===== src/hw/tme_defines.svh =====
// Register offsets, field positions, reset values and timing counts of the tap/motion block
`ifndef TME_DEFINES_SVH
`define TME_DEFINES_SVH

// Register offsets
`define TME_ADDR_TAP_THR 6'h1D
`define TME_ADDR_TAP_DUR 6'h21
`define TME_ADDR_HOLDOFF 6'h22
`define TME_ADDR_WINDOW 6'h23
`define TME_ADDR_AXIS_SEL 6'h2A
`define TME_ADDR_REPORT 6'h2B
`define TME_ADDR_EV_EN 6'h2E
`define TME_ADDR_EV_SRC 6'h30

// Event bit positions, shared by enable, routing and source bytes
`define TME_EV_DRDY 7
`define TME_EV_SINGLE 6
`define TME_EV_DOUBLE 5
`define TME_EV_ACT 4
`define TME_EV_INACT 3
`define TME_EV_FF 2
`define TME_EV_WM 1
`define TME_EV_OVR 0

// Source bits that a read of the source register clears
`define TME_SRC_RDCLR_MASK 8'h7C

// Axis select fields
`define TME_AX_SUPPRESS 3
`define TME_AX_X 2
`define TME_AX_Y 1
`define TME_AX_Z 0

// First-axis report fields
`define TME_RPT_ASLEEP 3

// Reset value of every stored byte
`define TME_RST_BYTE 8'h00

// Threshold LSB is this many powers of two above an acceleration LSB
`define TME_THR_SHIFT 4

// Undecimated sample rate and timing register scales
`define TME_SMP_RATE_HZ 3200
`define TME_DUR_LSB_US 625
`define TME_LAT_LSB_US 1250
`define TME_DUR_TICKS ((`TME_DUR_LSB_US * `TME_SMP_RATE_HZ) / 1000000)
`define TME_LAT_TICKS ((`TME_LAT_LSB_US * `TME_SMP_RATE_HZ) / 1000000)

// Decimation shift used while asleep
`define TME_SLEEP_SHIFT 4'h9

`endif


===== src/hw/tme_pkg.sv =====
// Types shared by the tap/motion block
package tme_pkg;
  typedef logic [7:0] tme_byte_t;
  typedef logic [10:0] tme_cnt_t;
  typedef enum logic [2:0] {ST_IDLE, ST_TAP1, ST_HOLDOFF, ST_WINDOW, ST_TAP2, ST_QUIET} tme_tap_e;
endpackage


===== src/hw/tme_hit_if.sv =====
// Per-axis threshold hits passed from the comparator to the tap logic
interface tme_hit_if;
  logic [2:0] hit;
  logic above;
  modport src (output hit, output above);
  modport snk (input hit, input above);
endinterface


===== src/hw/tme_axis_cmp.sv =====
// Magnitude comparison of the three axes against the tap threshold
module tme_axis_cmp
  import tme_pkg::*;
(
  input wire logic signed [15:0] i_acc_x,
  input wire logic signed [15:0] i_acc_y,
  input wire logic signed [15:0] i_acc_z,
  input wire tme_byte_t i_thr,
  input wire logic [2:0] i_axis_en,
  tme_hit_if.src o_hit
);
  `include "tme_defines.svh"

  // Seventeen bits so that the most negative sample has a true magnitude
  function automatic logic [16:0] tme_mag(input logic signed [15:0] a);
    logic [16:0] ext;
    ext = {a[15], a};
    return a[15] ? 17'(~ext + 17'h00001) : ext;
  endfunction

  wire logic [16:0] thr_scaled = 17'({i_thr, 4'h0});

  // Masked axes never hit, so they cannot start or extend a tap
  wire logic hit_x = i_axis_en[2] && (tme_mag(i_acc_x) > thr_scaled);
  wire logic hit_y = i_axis_en[1] && (tme_mag(i_acc_y) > thr_scaled);
  wire logic hit_z = i_axis_en[0] && (tme_mag(i_acc_z) > thr_scaled);
  // One driver for the whole hit vector
  assign o_hit.hit = {hit_x, hit_y, hit_z};
  assign o_hit.above = hit_x || hit_y || hit_z;
endmodule


===== src/hw/tme_decim.sv =====
// Output-rate strobe made by decimating the undecimated sample strobe
module tme_decim
  import tme_pkg::*;
(
  input wire logic i_mclk,
  input wire logic i_sys_rst,
  input wire logic i_smp_valid,
  input wire logic [3:0] i_shift,
  output logic o_out_valid
);
  logic [15:0] cnt_ff;
  logic [15:0] nxt_cnt;
  logic out_ff;

  // Rate is 2^shift below the sampling rate
  wire logic [15:0] cnt_mask = 16'((17'h00001 << i_shift) - 17'h00001);
  wire logic wrap = i_smp_valid && ((cnt_ff & cnt_mask) == cnt_mask);

  assign nxt_cnt = wrap ? 16'h0000 : (i_smp_valid ? 16'(cnt_ff + 16'h0001) : cnt_ff);

  // Counter and strobe register
  always_ff @(posedge i_mclk)
  begin
    if (i_sys_rst)
    begin
      cnt_ff <= 16'h0000;
      out_ff <= 1'b0;
    end
    else
    begin
      cnt_ff <= nxt_cnt;
      out_ff <= wrap;
    end
  end

  assign o_out_valid = out_ff;
endmodule


===== src/hw/tme_top.sv =====
// Tap detection, activity/inactivity linking, sleep control and event registers
module tme_top
  import tme_pkg::*;
(
  input wire logic i_mclk,
  input wire logic i_sys_rst,
  input wire logic i_smp_valid,
  input wire logic signed [15:0] i_acc_x,
  input wire logic signed [15:0] i_acc_y,
  input wire logic signed [15:0] i_acc_z,
  input wire logic i_act_hit,
  input wire logic [2:0] i_act_axes,
  input wire logic i_inact_hit,
  input wire logic i_ff_hit,
  input wire logic i_fifo_wm,
  input wire logic i_fifo_ovr,
  input wire logic i_data_read,
  input wire logic i_link_en,
  input wire logic i_autosleep_en,
  input wire logic i_sleep_en,
  input wire logic [3:0] i_rate_shift,
  input wire tme_byte_t i_event_route,
  input wire logic [5:0] i_reg_addr,
  input wire logic i_reg_wr,
  input wire logic i_reg_rd,
  input wire tme_byte_t i_reg_wdata,
  output tme_byte_t o_reg_rdata,
  output logic o_event_out_a,
  output logic o_event_out_b,
  output logic o_asleep,
  output logic o_out_valid
);
  `include "tme_defines.svh"

  // Timing register value scaled to sample ticks
  function automatic tme_cnt_t tme_lim(input tme_byte_t v, input int unsigned k);
    return tme_cnt_t'(v * k);
  endfunction

  tme_byte_t thr_ff, dur_ff, hold_ff, win_ff, axis_ff, rpt_ff, en_ff, src_ff, rdata_ff;
  tme_byte_t nxt_src, nxt_rpt, set_vec, clr_vec;
  tme_tap_e tap_st_ff, nxt_tap_st;
  tme_cnt_t cnt_ff, nxt_cnt;
  logic [2:0] first_ff, nxt_first;
  logic act_arm_ff, inact_arm_ff, asleep_ff;
  logic nxt_act_arm, nxt_inact_arm, nxt_asleep;
  logic tap_single, tap_double;
  logic smp_out;

  tme_hit_if hit_bus ();

  tme_axis_cmp u_cmp (
    .i_acc_x(i_acc_x),
    .i_acc_y(i_acc_y),
    .i_acc_z(i_acc_z),
    .i_thr(thr_ff),
    .i_axis_en(axis_ff[2:0]),
    .o_hit(hit_bus.src)
  );

  // Sleep drops to a fixed low rate, waking restores the programmed one
  wire logic [3:0] eff_shift = asleep_ff ? `TME_SLEEP_SHIFT : i_rate_shift;

  tme_decim u_decim (
    .i_mclk(i_mclk),
    .i_sys_rst(i_sys_rst),
    .i_smp_valid(i_smp_valid),
    .i_shift(eff_shift),
    .o_out_valid(smp_out)
  );

  // Register decode
  wire logic wr_thr = i_reg_wr && (i_reg_addr == `TME_ADDR_TAP_THR);
  wire logic wr_dur = i_reg_wr && (i_reg_addr == `TME_ADDR_TAP_DUR);
  wire logic wr_hold = i_reg_wr && (i_reg_addr == `TME_ADDR_HOLDOFF);
  wire logic wr_win = i_reg_wr && (i_reg_addr == `TME_ADDR_WINDOW);
  wire logic wr_axis = i_reg_wr && (i_reg_addr == `TME_ADDR_AXIS_SEL);
  wire logic wr_en = i_reg_wr && (i_reg_addr == `TME_ADDR_EV_EN);
  wire logic rd_src = i_reg_rd && (i_reg_addr == `TME_ADDR_EV_SRC);

  // Read mux; unmapped offsets read as zero
  wire tme_byte_t rd_mux =
    (i_reg_addr == `TME_ADDR_TAP_THR) ? thr_ff :
    (i_reg_addr == `TME_ADDR_TAP_DUR) ? dur_ff :
    (i_reg_addr == `TME_ADDR_HOLDOFF) ? hold_ff :
    (i_reg_addr == `TME_ADDR_WINDOW) ? win_ff :
    (i_reg_addr == `TME_ADDR_AXIS_SEL) ? axis_ff :
    (i_reg_addr == `TME_ADDR_REPORT) ? rpt_ff :
    (i_reg_addr == `TME_ADDR_EV_EN) ? en_ff :
    (i_reg_addr == `TME_ADDR_EV_SRC) ? src_ff : `TME_RST_BYTE;

  // Tap control decode
  wire logic single_on = en_ff[`TME_EV_SINGLE];
  wire logic double_on = en_ff[`TME_EV_DOUBLE];
  wire logic tap_on = single_on || double_on;
  // Zero holdoff or window would give a window that never opens
  wire logic double_ok = double_on && (hold_ff != 8'h00) && (win_ff != 8'h00);
  wire logic suppress = axis_ff[`TME_AX_SUPPRESS];
  wire logic above = hit_bus.above;
  wire tme_cnt_t dur_lim = tme_lim(dur_ff, `TME_DUR_TICKS);
  wire tme_cnt_t hold_lim = tme_lim(hold_ff, `TME_LAT_TICKS);
  wire tme_cnt_t win_lim = tme_lim(win_ff, `TME_LAT_TICKS);
  wire tme_cnt_t cnt_inc = tme_cnt_t'(cnt_ff + 11'h001);
  wire logic dur_over = above && (cnt_ff >= dur_lim);

  // Tap sequencer; it moves only on full-rate samples, except that turning both tap enables off drops it to ST_IDLE at once
  always_comb
  begin
    nxt_tap_st = tap_st_ff;
    nxt_cnt = cnt_ff;
    nxt_first = first_ff;
    tap_single = 1'b0;
    tap_double = 1'b0;
    if (!tap_on)
    begin
      nxt_tap_st = ST_IDLE;
      nxt_cnt = 11'h000;
    end
    else if (i_smp_valid)
    begin
      unique case (tap_st_ff)
        ST_IDLE:
        begin
          if (above)
          begin
            nxt_tap_st = ST_TAP1;
            nxt_cnt = 11'h001;
            nxt_first = hit_bus.hit;
          end
        end
        ST_TAP1:
        begin
          if (dur_over)
            nxt_tap_st = ST_QUIET;
          else if (above)
            nxt_cnt = cnt_inc;
          else if (double_ok)
          begin
            nxt_tap_st = ST_HOLDOFF;
            nxt_cnt = 11'h000;
          end
          else
          begin
            tap_single = 1'b1;
            nxt_tap_st = ST_IDLE;
          end
        end
        ST_HOLDOFF:
        begin
          if (above && suppress)
          begin
            tap_single = 1'b1;
            nxt_tap_st = ST_QUIET;
          end
          else if (cnt_inc >= hold_lim)
          begin
            // Motion still present as the window opens is not a new tap
            tap_single = above;
            nxt_tap_st = above ? ST_QUIET : ST_WINDOW;
            nxt_cnt = 11'h000;
          end
          else
            nxt_cnt = cnt_inc;
        end
        ST_WINDOW:
        begin
          if (above)
          begin
            nxt_tap_st = ST_TAP2;
            nxt_cnt = 11'h001;
          end
          else if (cnt_inc >= win_lim)
          begin
            tap_single = 1'b1;
            nxt_tap_st = ST_IDLE;
          end
          else
            nxt_cnt = cnt_inc;
        end
        ST_TAP2:
        begin
          if (dur_over)
          begin
            tap_single = 1'b1;
            nxt_tap_st = ST_QUIET;
          end
          else if (above)
            nxt_cnt = cnt_inc;
          else
          begin
            tap_single = 1'b1;
            tap_double = 1'b1;
            nxt_tap_st = ST_IDLE;
          end
        end
        ST_QUIET:
        begin
          if (!above)
            nxt_tap_st = ST_IDLE;
        end
      endcase
    end
  end

  // Event qualification
  wire logic single_ev = tap_single && single_on;
  wire logic double_ev = tap_double && double_on;
  wire logic tap_ev = single_ev || double_ev;
  wire logic act_ev = i_act_hit && en_ff[`TME_EV_ACT] && (!i_link_en || act_arm_ff);
  wire logic inact_ev = i_inact_hit && en_ff[`TME_EV_INACT] && (!i_link_en || inact_arm_ff);
  wire logic ff_ev = i_ff_hit && en_ff[`TME_EV_FF];
  wire logic manual_sleep = i_sleep_en && !i_autosleep_en;
  wire logic auto_ok = i_sleep_en && i_autosleep_en && i_link_en;

  // Source bits 7:2 are sticky and a new event beats a clear in the same cycle; bits 1:0 follow the FIFO inputs
  assign set_vec = {smp_out, single_ev, double_ev, act_ev, inact_ev, ff_ev, 2'b00};
  assign clr_vec = (rd_src ? `TME_SRC_RDCLR_MASK : 8'h00) | {i_data_read, 7'h00};
  assign nxt_src = {((src_ff[7:2] & ~clr_vec[7:2]) | set_vec[7:2]), i_fifo_wm, i_fifo_ovr};

  // Link arming swaps on each qualified event
  assign nxt_act_arm = act_ev ? 1'b0 : (inact_ev ? 1'b1 : act_arm_ff);
  assign nxt_inact_arm = act_ev ? 1'b1 : (inact_ev ? 1'b0 : inact_arm_ff);

  // Auto-sleep entry waits for a pending activity event to be read away
  assign nxt_asleep = manual_sleep ? 1'b1 :
                      !i_sleep_en ? 1'b0 :
                      (act_ev && i_link_en) ? 1'b0 :
                      (inact_ev && auto_ok && !src_ff[`TME_EV_ACT]) ? 1'b1 :
                      asleep_ff;

  // Report: tap axes only change on a tap event, asleep bit always live
  assign nxt_rpt = {1'b0, i_act_hit ? i_act_axes : rpt_ff[6:4], nxt_asleep,
                    tap_ev ? first_ff : rpt_ff[2:0]};

  // Host-written configuration
  always_ff @(posedge i_mclk)
  begin
    if (i_sys_rst)
    begin
      thr_ff <= `TME_RST_BYTE;
      dur_ff <= `TME_RST_BYTE;
      hold_ff <= `TME_RST_BYTE;
      win_ff <= `TME_RST_BYTE;
      axis_ff <= `TME_RST_BYTE;
      en_ff <= `TME_RST_BYTE;
    end
    else
    begin
      thr_ff <= wr_thr ? i_reg_wdata : thr_ff;
      dur_ff <= wr_dur ? i_reg_wdata : dur_ff;
      hold_ff <= wr_hold ? i_reg_wdata : hold_ff;
      win_ff <= wr_win ? i_reg_wdata : win_ff;
      axis_ff <= wr_axis ? i_reg_wdata : axis_ff;
      en_ff <= wr_en ? i_reg_wdata : en_ff;
    end
  end

  // Block state and read data
  always_ff @(posedge i_mclk)
  begin
    if (i_sys_rst)
    begin
      tap_st_ff <= ST_IDLE;
      cnt_ff <= 11'h000;
      first_ff <= 3'h0;
      src_ff <= `TME_RST_BYTE;
      rpt_ff <= `TME_RST_BYTE;
      rdata_ff <= `TME_RST_BYTE;
      act_arm_ff <= 1'b0;
      inact_arm_ff <= 1'b1;
      asleep_ff <= 1'b0;
    end
    else
    begin
      tap_st_ff <= nxt_tap_st;
      cnt_ff <= nxt_cnt;
      first_ff <= nxt_first;
      src_ff <= nxt_src;
      rpt_ff <= nxt_rpt;
      rdata_ff <= i_reg_rd ? rd_mux : rdata_ff;
      act_arm_ff <= nxt_act_arm;
      inact_arm_ff <= nxt_inact_arm;
      asleep_ff <= nxt_asleep;
    end
  end

  // Enabled pending events split by route bit
  wire tme_byte_t live_ev = src_ff & en_ff;
  assign o_event_out_a = |(live_ev & ~i_event_route);
  assign o_event_out_b = |(live_ev & i_event_route);
  assign o_reg_rdata = rdata_ff;
  assign o_asleep = asleep_ff;
  assign o_out_valid = smp_out;
endmodule


===== config.mk =====
export PLATFORM = sky130hd
export DESIGN_NAME = tme_top
export DESIGN_NICKNAME = d
export VERILOG_FILES = /design/src/hw/tme_pkg.sv /design/src/hw/tme_hit_if.sv /design/src/hw/tme_axis_cmp.sv /design/src/hw/tme_decim.sv /design/src/hw/tme_top.sv
export VERILOG_INCLUDE_DIRS = /design/src /design/src/hw
export SDC_FILE = /design/constraint.sdc
export NUM_CORES = 1
export LEC_CHECK = 0
export BUFFER_PORTS_ARGS = -buffer_cell sky130_fd_sc_hd__buf_2
export CAP_MARGIN = 20
export CELL_PAD_IN_SITES_DETAIL_PLACEMENT = 1
export CELL_PAD_IN_SITES_GLOBAL_PLACEMENT = 1
export CORE_ASPECT_RATIO = 1.2
export CORE_MARGIN = 8
export CORE_UTILIZATION = 45
export DETAILED_ROUTE_END_ITERATION = 10
export MAX_ROUTING_LAYER = met4
export PLACE_DENSITY_LB_ADDON = 0.1
export SLEW_MARGIN = 20
export SYNTH_ARGS = -nofsm -noshare
export SYNTH_HDL_FRONTEND = slang
export SYNTH_SLANG_ARGS = --single-unit
export TNS_END_PERCENT = 20

===== constraint.sdc =====
create_clock -name i_mclk -period 11.1 [get_ports i_mclk]
set_input_delay 1.11 -clock i_mclk [delete_from_list [all_inputs] [get_ports i_mclk]]
set_output_delay 1.11 -clock i_mclk [all_outputs]
set_load 0.01 [all_outputs]

### Word-level counts from Yosys, hierarchy flattened

Cells that the tools add are included.

| cells by class | value |
|---|---|
| $add $sub $neg | 6 |
| $lt $le $gt $ge | 6 |
| equality and inequality tests | 24 |
| shift operators | 1 |
| muxes and demuxes | 56 |
| bitwise gates (word level) | 13 |
| reductions and logical operators | 49 |

Operator list:

| cell | count |
|---|---|
| 11-bit two-way mux | 10 |
| 8-bit two-way mux | 8 |
| 11-bit one-hot mux with 5 select lines | 1 |
| 17-bit by 1-bit adder with 17-bit output, second input constant | 3 |
| 17-bit by 12-bit > comparator with 1-bit output | 3 |
| 17-bit two-way mux | 3 |
| 17-bit NOT | 3 |
| 6-bit == test, second input constant | 7 |
| 3-bit two-way mux | 10 |
| 1-bit logical AND | 28 |
| 8-bit AND | 3 |
| 11-bit by 10-bit >= comparator with 1-bit output | 2 |
| 1-bit two-way mux | 19 |
| 3-bit one-hot mux with 6 select lines | 1 |
| 16-bit by 1-bit adder with 16-bit output, second input constant | 1 |
| 16-bit AND | 1 |
| 16-bit == test | 1 |
| 8-bit nonzero test | 2 |
| 8-bit OR reduction | 2 |
| 1-bit by 4-bit left shift with 16-bit output, first input constant | 1 |
| 16-bit by 1-bit subtractor with 16-bit output, second input constant | 1 |
| 3-bit != test, second input constant | 5 |
| 11-bit by 1-bit adder with 11-bit output, second input constant | 1 |
| 11-bit by 9-bit >= comparator with 1-bit output | 1 |
| other kinds (23) | 38 |

| word-level totals | value |
|---|---|
| bits in registers | 108 |
| input port bits | 91 |
| output and inout port bits | 12 |
| word-level logic and storage cells | 174 |

### Longest topological paths before layout

Gate-level depths: netlist of run 1.

| logic depth | value |
|---|---|
| depth after elaboration | 14 |
| mapped depth | 17 |
| mapped depth without buffers | 16 |

### Cells and area by module

From an unflattened synthesis of run 1, not the netlist that was laid out.

| unflattened totals | value |
|---|---|
| cell total of the unflattened synthesis | 937 |
| area, all modules | 7584.8 µm² |

Modules (own cells, without submodules):

| module | instances | cells an instance | area each (µm²) | sequential area each (µm²) |
|---|---|---|---|---|
| tme_top | 1 | 622 | 5069.9 | 1801.7 |
| tme_axis_cmp | 1 | 192 | 1405.1 | 0.0 |
| tme_decim | 1 | 123 | 1109.8 | 320.3 |

### Worst setup path before layout of run 1

No wires, ideal clock.

| path | value |
|---|---|
| path type | in2reg |
| start | in i_acc_x[0] |
| end | reg cnt_ff[6] |
| library setup time | 0.117 ns |
| arrival time | 4.371 ns |
| required time | 10.983 ns |
| slack | 6.612 ns |
| cell stages on the path | 16 |
| buffers on the path | 0 |
| cells stage by stage | inv_1 ha_1 or4b_1 nand2b_1 o31ai_1 xnor2_1 ha_1 a22oi_1 nand4b_1 o21ai_0 o22ai_1 a211o_4 nor2_4 mux2_4 a21o_1 a32o_1 |

| between the ends | value |
|---|---|
| longest elaborated chain between the ends | 10 |
| elaborated cells on any way between the ends | 21 |
| those cells by class | 1 x add/sub; 1 x order compare; 7 x eq/ne; 5 x mux; 1 x bitwise; 6 x reduce/logical |

RTL lines:

| item | line | source |
|---|---|---|
| start, declared | tme_top.sv:8 | `input wire logic signed [15:0] i_acc_x,` |
| 17-bit NOT | tme_axis_cmp.sv:18 | `return a[15] ? 17'(~ext + 17'h00001) : ext;` |
| 17-bit by 1-bit adder with 17-bit output | tme_axis_cmp.sv:18 |  |
| 17-bit two-way mux (*) | tme_axis_cmp.sv:18 |  |
| 17-bit by 12-bit > comparator with 1-bit output (*) | tme_axis_cmp.sv:24 | `wire logic hit_x = i_axis_en[2] && (tme_mag(i_acc_x) > thr_scaled);` |
| 1-bit logical AND (*) | tme_axis_cmp.sv:24 |  |
| 1-bit logical OR (*) (2 in a row) | tme_axis_cmp.sv:29 | `assign o_hit.above = hit_x \|\| hit_y \|\| hit_z;` |
| 11-bit two-way mux, or another cell as far along | tme_top.sv:135 | `else if (above)` |
| 11-bit two-way mux / 2-bit != test (equally long branches) | n/a |  |
| 11-bit one-hot mux with 5 select lines / 9-bit AND reduction (equally long branches) | n/a |  |
| end signal, assigned | tme_top.sv:276 | `cnt_ff <= nxt_cnt;` |
| end, declared | tme_top.sv:43 | `tme_cnt_t cnt_ff, nxt_cnt;` |

Mark *: on every way between the ends. The rest lies on a longest branch, timed or not. The select of a mux whose other input is x is not followed.
A chain may end at the register's enable or synchronous reset.

### Worst setup path in the final report of run 1

| path | value |
|---|---|
| start | in i_acc_x[1] |
| end | reg cnt_ff[3] |

Same word-level chain as after synthesis.

==> summary.md, run 1 <==
| Metric | Value |
|---|---|
| Register area share after synthesis | 0.2820 |
| DRC | 0 |
| Horiz. Die Dim | 134.1 µm |
| Final setup TNS | 0 ns |
| Post-synth top flop | dfxtp_1 |
| Routed wire length | 24470 µm |
| Yosys warns | 0 |
| Initial antenna violation count | 0 |
| Area leader, netlist | dfxtp_1 |
| Seq cells post-synth | 106 |
| Vias in the first global route | 7784 |
| Reg area | 0.002122 mm² |
| Max Clk Rate | 195.8 MHz |
| Measured slew at the worst slew-check pin | 1.106 ns |
| Max clock buf depth | 2 |
| Startpoint types | primary input |
| Initial core utilization | 0.4518 |
| Mapped Cells | 986 |
| H-tree levels | 3 |
| Clk pin slew, worst setup/hold paths | 0.08 ns |
| Critical Path AT | 5.36 ns |
| Largest net degree at the start of global routing | 83 |
| Final GP Congestion | 0.8742 |
| Area occupied by multi-input gates | 0.005064 mm² |
| Drt pass-1 iters | 4 |
| EDFF count, synth | 0 |
| # resized after CTS | 0 |
| Net Count, Synth | 1131 |
| Fin nets | 1209 |
| Synth area leaders | dfxtp_1 (28%), ha_1 (9.0%), nand2_1 (6.3%) |
| Die Y | 157.7 µm |
| Final Cell Area | 0.008497 mm² |
| Root buf cell | clkbuf_16 |
| Total CTS buffers | 9 |
| Post-Layout Cell Count | 1285 |
| Gr usage total | 0.2382 |
| Clock Latency Late Sink | 0.35 ns |
| I/O pin cnt | 103 |
| Hold Crit Class | reg -> reg |
| Final setup vio count | 0 |
| Max-cap violations | 0 |
| Routed length per instance | 19.04 µm |
| RSZ-0062 raised after global routing | no |
| Core Rows | 52 |
| Critical Path End Type | flip-flop |
| Grt ovf | 0 |
| Placed inst area | 0.008195 mm² |
| Core ar. | 0.01666 mm² |
| Number of hold buffers added after cts | 0 |
| Power Density | 98.29 mW/mm² |
| Antenna-violating nets left | 0 |
| Vias per cell | 5.962 |
| Peak VDD IR | 0.00005589 V |
| Leakage | 3.234 nW |
| Inst Count DP | 1269 |
| Period utilization | 0.4601 |
| Layout cells sized above 1 | 0.1375 |
| Synthesized area | 0.007526 mm² |
| DR vias | 7661 |
| Fin util | 0.5101 |
| Post-synth top area share | 0.2820 |
| # fillers | 2130 |
| Drt initial violations | 320 |
| Tmin final | 5.107 ns |
| Synth-to-layout area growth | 12.90% |
| Port buffer count | 102 |
| Die ar. | 0.02114 mm² |
| TritonCTS clock tree | built |
| Fin. Hold Viols | 0 |
| Async set or reset register ratio after synthesis | 0 |
| Worst Path Required | 11.35 ns |
| Distinct cells, synth | 77 |
| Fin. max-slew vios | 0 |
| Post-DP HPWL | 19130 µm |
| Slew HR | 0.2609 |
| Clock sinks | 106 |
| N_diodes | 0 |
| Final setup skew | 0.01174 ns |
| Synthesized area per cell | 7.633 µm² |
| Crit Path Class | in -> reg |
| First-pass GRT wire length | 39740 µm |
| CP max FO | 11 |
| Min Hold Slack | 0.4553 ns |
| # Post-CTS Setup Buffers | 0 |
| Run status | finished, final reports clean |
## critical path, stage by stage
cell and delay [ns]:
buf_2 0.12, nor3_1 0.28, nand2_1 0.11, or3_1 0.34
o31ai_1 0.36, nand2_1 0.12, xor2_1 0.17, ha_1 0.30
nand4_1 0.11, nor3b_1 0.17, and4_1 0.21, o22ai_1 0.15
a211o_4 0.40, nor2_4 0.18, mux2i_1 0.76, o21ai_1 0.15
a32o_1 0.30
## report_power, final
group | internal (mW) | leakage [nW] | switching, mW
Sequential | 0.384 | 0.857 | 0.00415
Clock | 0.177 | 0.148 | 0.153
Combinational | 0.0466 | 2.23 | 0.0701
## cell type report
cell class                 instances  area share
multi-input combinational        789      0.5959
sequential                       106      0.2497
timing repair buffer             107     0.06450
tap                              216     0.03181
clock buffer                       9     0.02651
inverter                          51     0.02253
clock inverter                     7    0.008982
## cell usage in the layout, fill, tap and decap left out, drive strengths merged, types with 13 or more instances in the layout
| cell type | n |
|---|---|
| a21oi | 86 |
| inv | 53 |
| o21ai | 51 |
| ha | 54 |
| dfxtp | 106 |
| xnor2 | 31 |
| nor4 | 13 |
| buf | 107 |
| nand2 | 127 |
| nand2b | 18 |
| nor2b | 14 |
| xor2 | 17 |
| nor2 | 72 |
| and3 | 15 |
| o31ai | 13 |
| nor3 | 19 |
| nand3 | 71 |
## kinds of logic after synthesis
group,after synthesis,share of synthesized area
compound gates,274,0.2439
flops,106,0.2820
mux,14,0.01945
fa+ha+maj,54,0.08978
buf+inv,91,0.04589
xor+xnor,48,0.05586
simple gates,399,0.2632
## metal layers
metal | up-vias | GRT usage | part of all wire
met5 | - | - | 0
met4 | 0 | 0.09641 | 0.031
met3 | 46 | 0.03111 | 0.045
met2 | 163 | 0.4207 | 0.51
met1 | 3683 | 0.2679 | 0.41
li1 | 3769 | - | -
## flip-flops by register name, summed over array words and instances (netlist names)
register             cells
u_decim.cnt_ff          15
cnt_ff                  11
axis_ff                  8
dur_ff                   8
en_ff                    8
hold_ff                  8
o_reg_rdata              8
src_ff                   8
thr_ff                   8
win_ff                   8
rpt_ff                   7
first_ff                 3
tap_st_ff                3
act_arm_ff               1
inact_arm_ff             1
u_decim.o_out_valid      1
## cells in the mapped netlist, types with 6 or more instances
| cell | instances |
|---|---|
| o21ai_1 | 8 |
| mux2i_1 | 12 |
| inv_1 | 51 |
| xor2_1 | 17 |
| a221oi_1 | 8 |
| nand2b_1 | 18 |
| nor2_1 | 70 |
| a31oi_1 | 10 |
| a21o_1 | 8 |
| nor2b_1 | 14 |
| a32o_1 | 7 |
| nand2_1 | 127 |
| xnor2_1 | 31 |
| clkbuf_1 | 35 |
| o21ai_0 | 43 |
| nor4_1 | 11 |
| a311oi_1 | 7 |
| nand4_1 | 11 |
| nand3_1 | 71 |
| dfxtp_1 | 106 |
| and3_1 | 15 |
| nor3_1 | 18 |
| a221o_1 | 7 |
| a211oi_1 | 7 |
| a21oi_1 | 86 |
| o22ai_1 | 8 |
| a22oi_1 | 8 |
| nand3b_1 | 6 |
| ha_1 | 54 |
| a22o_1 | 8 |
| o31ai_1 | 13 |
## path summary, 6_finish.rpt
check                                                from                   endpoint  slack, ns  depth (start not counted)
worst max register to register     cnt_ff[0]$_SDFFE_PP0P_     cnt_ff[3]$_SDFFE_PP0P_       6.71                         14
worst min-delay path            inact_arm_ff$_SDFFE_PP1P_  inact_arm_ff$_SDFFE_PP1P_       0.46                          2
worst max-delay path                           i_acc_x[1]     cnt_ff[3]$_SDFFE_PP0P_       5.99                         17
worst min register to register  inact_arm_ff$_SDFFE_PP1P_  inact_arm_ff$_SDFFE_PP1P_       0.46                          2
## metrics by stage
step / power (mW) / worst slack, ns
after detailed placement: 0.5135 / 5.594
after floorplan: 0.4635 / 6.612
after global placement: 0.5111 / 5.782
final: 0.8351 / 5.993
after global routing: 0.8712 / 5.679
after CTS: 0.8438 / 5.978
Note: power is estimated with default switching activity, not from simulation.
==> inputs of run 2 (changes only) <==
- ABC_AREA: not set -> 1
- CORE_UTILIZATION: 45 -> 42
- clock period: 11.1 -> 4.75 ns (I/O delays scaled with it)
==> summary.md, run 2 <==
| Metric | Value |
|---|---|
| # Post-CTS Setup Buffers | 0 (unchanged) |
| Area occupied by multi-input gates | 0.005064 mm² (unchanged) |
| Synth-to-layout area growth | 13.16% |
| TritonCTS clock tree | built |
| Clock Latency Late Sink | 0.36 ns (about the same) |
| Synthesized area | 0.008003 mm² (+6.3%) |
| Combinational fraction of design power | 0.147 (+0.007) |
| Drt pass-1 iters | 5 (+1) |
| DRC | 0 (unchanged) |
| Max FFs per register | 15 (unchanged) |
| Fin nets | 1482 (+23%) |
| Commonest non-fill, non-tap cell in the layout | nand2_1 |
| R2r startpoint | cnt_ff[2]$_SDFFE_PP0P_ |
| Tmin final | 3.517 ns |
| Crit Path Class | in -> reg |
| Pwr Total | 2.077 mW (+150%) |
| Port buffer count | 102 (unchanged) |
| Most used cell, CP | nand2_1 |
| Die ar. | 0.02375 mm² (+12%) |
| Core ar. | 0.01879 mm² (+13%) |
| P_int | 1.518 mW (+150%) |
| Synthesized area per cell | 6.418 µm² (-16%) |
| Root buf cell | clkbuf_16 |
| Hold EP | rpt_ff[3]$_SDFFE_PP0P_ |
| Run status | finished, final reports clean |
| Reg2Reg Capture Point | cnt_ff[8]$_SDFFE_PP0P_ |
| Routed length per instance | 16.62 µm (-13%) |
| CP max FO | 24 (+13) |
| Yosys warns | 0 (unchanged) |
| Flop pwr share | 0.434 (-0.031) |
| Max-cap violations | 0 (unchanged) |
| Reg area | 0.002122 mm² (unchanged) |
| Final GP Congestion | 0.9136 (+4.5%) |
| Sw frac | 0.2689 (-0.003282) |
| Measured slew at the worst slew-check pin | 1.071 ns (-0.03529 ns) |
| Final setup TNS | 0 ns (unchanged) |
| Vias in the first global route | 8677 (+11%) |
| I/O pin cnt | 103 (unchanged) |
| Most flops, register | u_decim.cnt_ff |
| Synth top cells by count | nand2_1 (273), inv_1 (172), nor2_1 (128) |
| Critical Path End Type | flip-flop |
| Post-synth top area share | 0.2652 (-0.01680) |
| Most frequent cells in the layout | nand2_1 (273), inv_1 (172), nor2_1 (128), a21oi_1 (109), dfxtp_1 (106) |
| Grt ovf | 0 (unchanged) |
| Gr usage total | 0.2316 (-0.006521) |
| Core Rows | 55 (+5.8%) |
| Min Hold Slack | 0.2788 ns (-0.1765 ns) |
| Max Clk Rate | 284.3 MHz |
| Delay-heaviest family, CP | simple AND/OR/NAND/NOR gates |
| Seq cells post-synth | 106 (unchanged) |
| Total CTS buffers | 9 (unchanged) |
| Hold path depth | 2 (unchanged) |
| Routed wire length | 26540 µm (+8.5%) |
| Drt initial violations | 364 (+14%) |
| Clk pin slew, worst setup/hold paths | 0.07 ns (about the same) |
| EDFF count, synth | 0 (unchanged) |
| Leakage | 3.987 nW (+23%) |
| Fin. max-slew vios | 0 (unchanged) |
| Layout cells sized above 1 | 0.1306 (-0.006915) |
| Die Y | 167.2 µm (+6.1%) |
| Worst Reg2Reg Path Length in Cells | 18 (+4) |
| Clk pwr share | 0.419 (+0.024) |
| Vias per cell | 5.300 (-11%) |
| Net Count, Synth | 1392 (+23%) |
| Distinct cells, synth | 52 (-32%) |
| Clock sinks | 106 (unchanged) |
| Number of hold buffers added after cts | 0 (unchanged) |
| Area leader, netlist | dfxtp_1 |
| Met2 usage | 0.4070 (-0.01366) |
| Horiz. Die Dim | 142.0 µm (+5.9%) |
| # fillers | 2638 (+24%) |
| # resized after CTS | 0 (unchanged) |
| Period utilization | 0.7405 |
| Startpoint types | primary input |
| Mapped Cells | 1247 (+26%) |
| Slowest stage delay, CP | 0.34 ns (-0.42 ns) |
| Gr busiest metal | met2 |
| Final setup skew | 0.007867 ns (-0.003873 ns) |
| Count leader, synth | nand2_1 |
| Largest regs | u_decim.cnt_ff x15, cnt_ff x11 |
| Slew HR | 0.2805 (+0.01955) |
| Hold Crit Class | in -> reg |
| Async set or reset register ratio after synthesis | 0 (unchanged) |
| Min-delay src | i_autosleep_en |
| Met1 usage | 0.2663 (-0.001530) |
| Register area share after synthesis | 0.2652 (-0.01680) |
| First-pass GRT wire length | 43260 µm (+8.9%) |
| Fin. Hold Viols | 0 (unchanged) |
| Synth area leaders | dfxtp_1 (27%), nand2_1 (13%), ha_1 (8.4%) |
| Worst Path Required | 5.04 ns (-6.31 ns) |
| Switching pwr | 0.5584 mW (+150%) |
| RSZ-0062 raised after global routing | no |
| Peak VDD IR | 0.0001488 V (+170%) |
| Initial antenna violation count | 1 (+1) |
| Largest net degree at the start of global routing | 44 (-47%) |
| Critical Path AT | 3.81 ns (-1.55 ns) |
| H-tree levels | 3 (unchanged) |
| Initial core utilization | 0.4260 (-0.02587) |
| Final setup vio count | 0 (unchanged) |
| Buf+Inv Stages, Crit Path | 3 (+2) |
| Post-synth top flop | dfxtp_1 |
| Max clock buf depth | 2 (unchanged) |
| DR vias | 8464 (+10%) |
| Power Density | 229.3 mW/mm² (+130%) |
| Crit-path slowest cell | nor2_4 |
| Post-DP HPWL | 21380 µm (+12%) |
| Grt met3 use | 0.02361 (-0.007498) |
| Antenna-violating nets left | 0 (unchanged) |
| Setup crit start | i_acc_x[0] |
| Worst reg-to-reg setup slack | 1.31 ns (-5.40 ns) |
-- run 2: area by class of cell --
cell class / instances / area share
Inverter: 182 / 0.07571
Multi-Input combinational cell: 933 / 0.5591
Clock buffer: 9 / 0.02487
Tap cell: 256 / 0.03537
Clock inverter: 5 / 0.01147
Sequential cell: 106 / 0.2343
Timing Repair Buffer: 105 / 0.05886
Antenna cell: 1 / 0.0002763
-- run 2: kinds of logic (layout without fill, tap and decap cells) --
group                    count (synthesis)  count (layout)  synth area share
adder cells (fa/ha/maj)                 54              54           0.08443
other                                    0               1                 0
AO/OA/AOI/OAI                          256             256            0.1792
XOR/XNOR                                42              42           0.04597
AND/OR/NAND/NOR                        581             581            0.3227
flip-flops                             106             106            0.2652
buffers and inverters                  208             301            0.1026
-- run 2: per-stage QoR --
step	area (µm²)	setup WS, ns	utilization	std cells
floorplan	8003	1.752	-	1247
global placement	8721	1.038	0.4642	1582
detailed placement	8721	0.8257	0.4642	1582
CTS	9050	1.206	0.4817	1596
global route	9056	0.7701	0.4821	1597
finish	9056	1.233	0.4821	1597
-- run 2: worst max-delay path by stage --
stage | end | slack (ns) | cells past startpoint
after floorplan | cnt_ff[7]$_SDFFE_PP0P_ | 1.75 | 27
after global placement | cnt_ff[2]$_SDFFE_PP0P_ | 1.04 | 26
after detailed placement | cnt_ff[2]$_SDFFE_PP0P_ | 0.83 | 26
after CTS | cnt_ff[2]$_SDFFE_PP0P_ | 1.21 | 26
after global routing | cnt_ff[4]$_SDFFE_PP0P_ | 0.77 | 26
final | cnt_ff[4]$_SDFFE_PP0P_ | 1.23 | 26
-- run 2: power groups by stage --
| stage | clock network (mW) | logic [mW] | registers [mW] |
|---|---|---|---|
| 3_5_place_dp | 0 | 0.307 | 0.922 |
| 3_3_place_gp | 0 | 0.299 | 0.922 |
| 4_1_cts | 0.879 | 0.308 | 0.901 |
| 6_report | 0.870 | 0.306 | 0.901 |
| 5_1_grt | 0.909 | 0.348 | 0.902 |
| 2_1_floorplan | 0 | 0.192 | 0.921 |
-- run 2: metal layers --
metal  share of wire  vias to the layer above
met4           0.028                        0
met5               0                        -
met2            0.50                      137
li1                -                     4283
met3           0.022                       42
met1            0.45                     4002
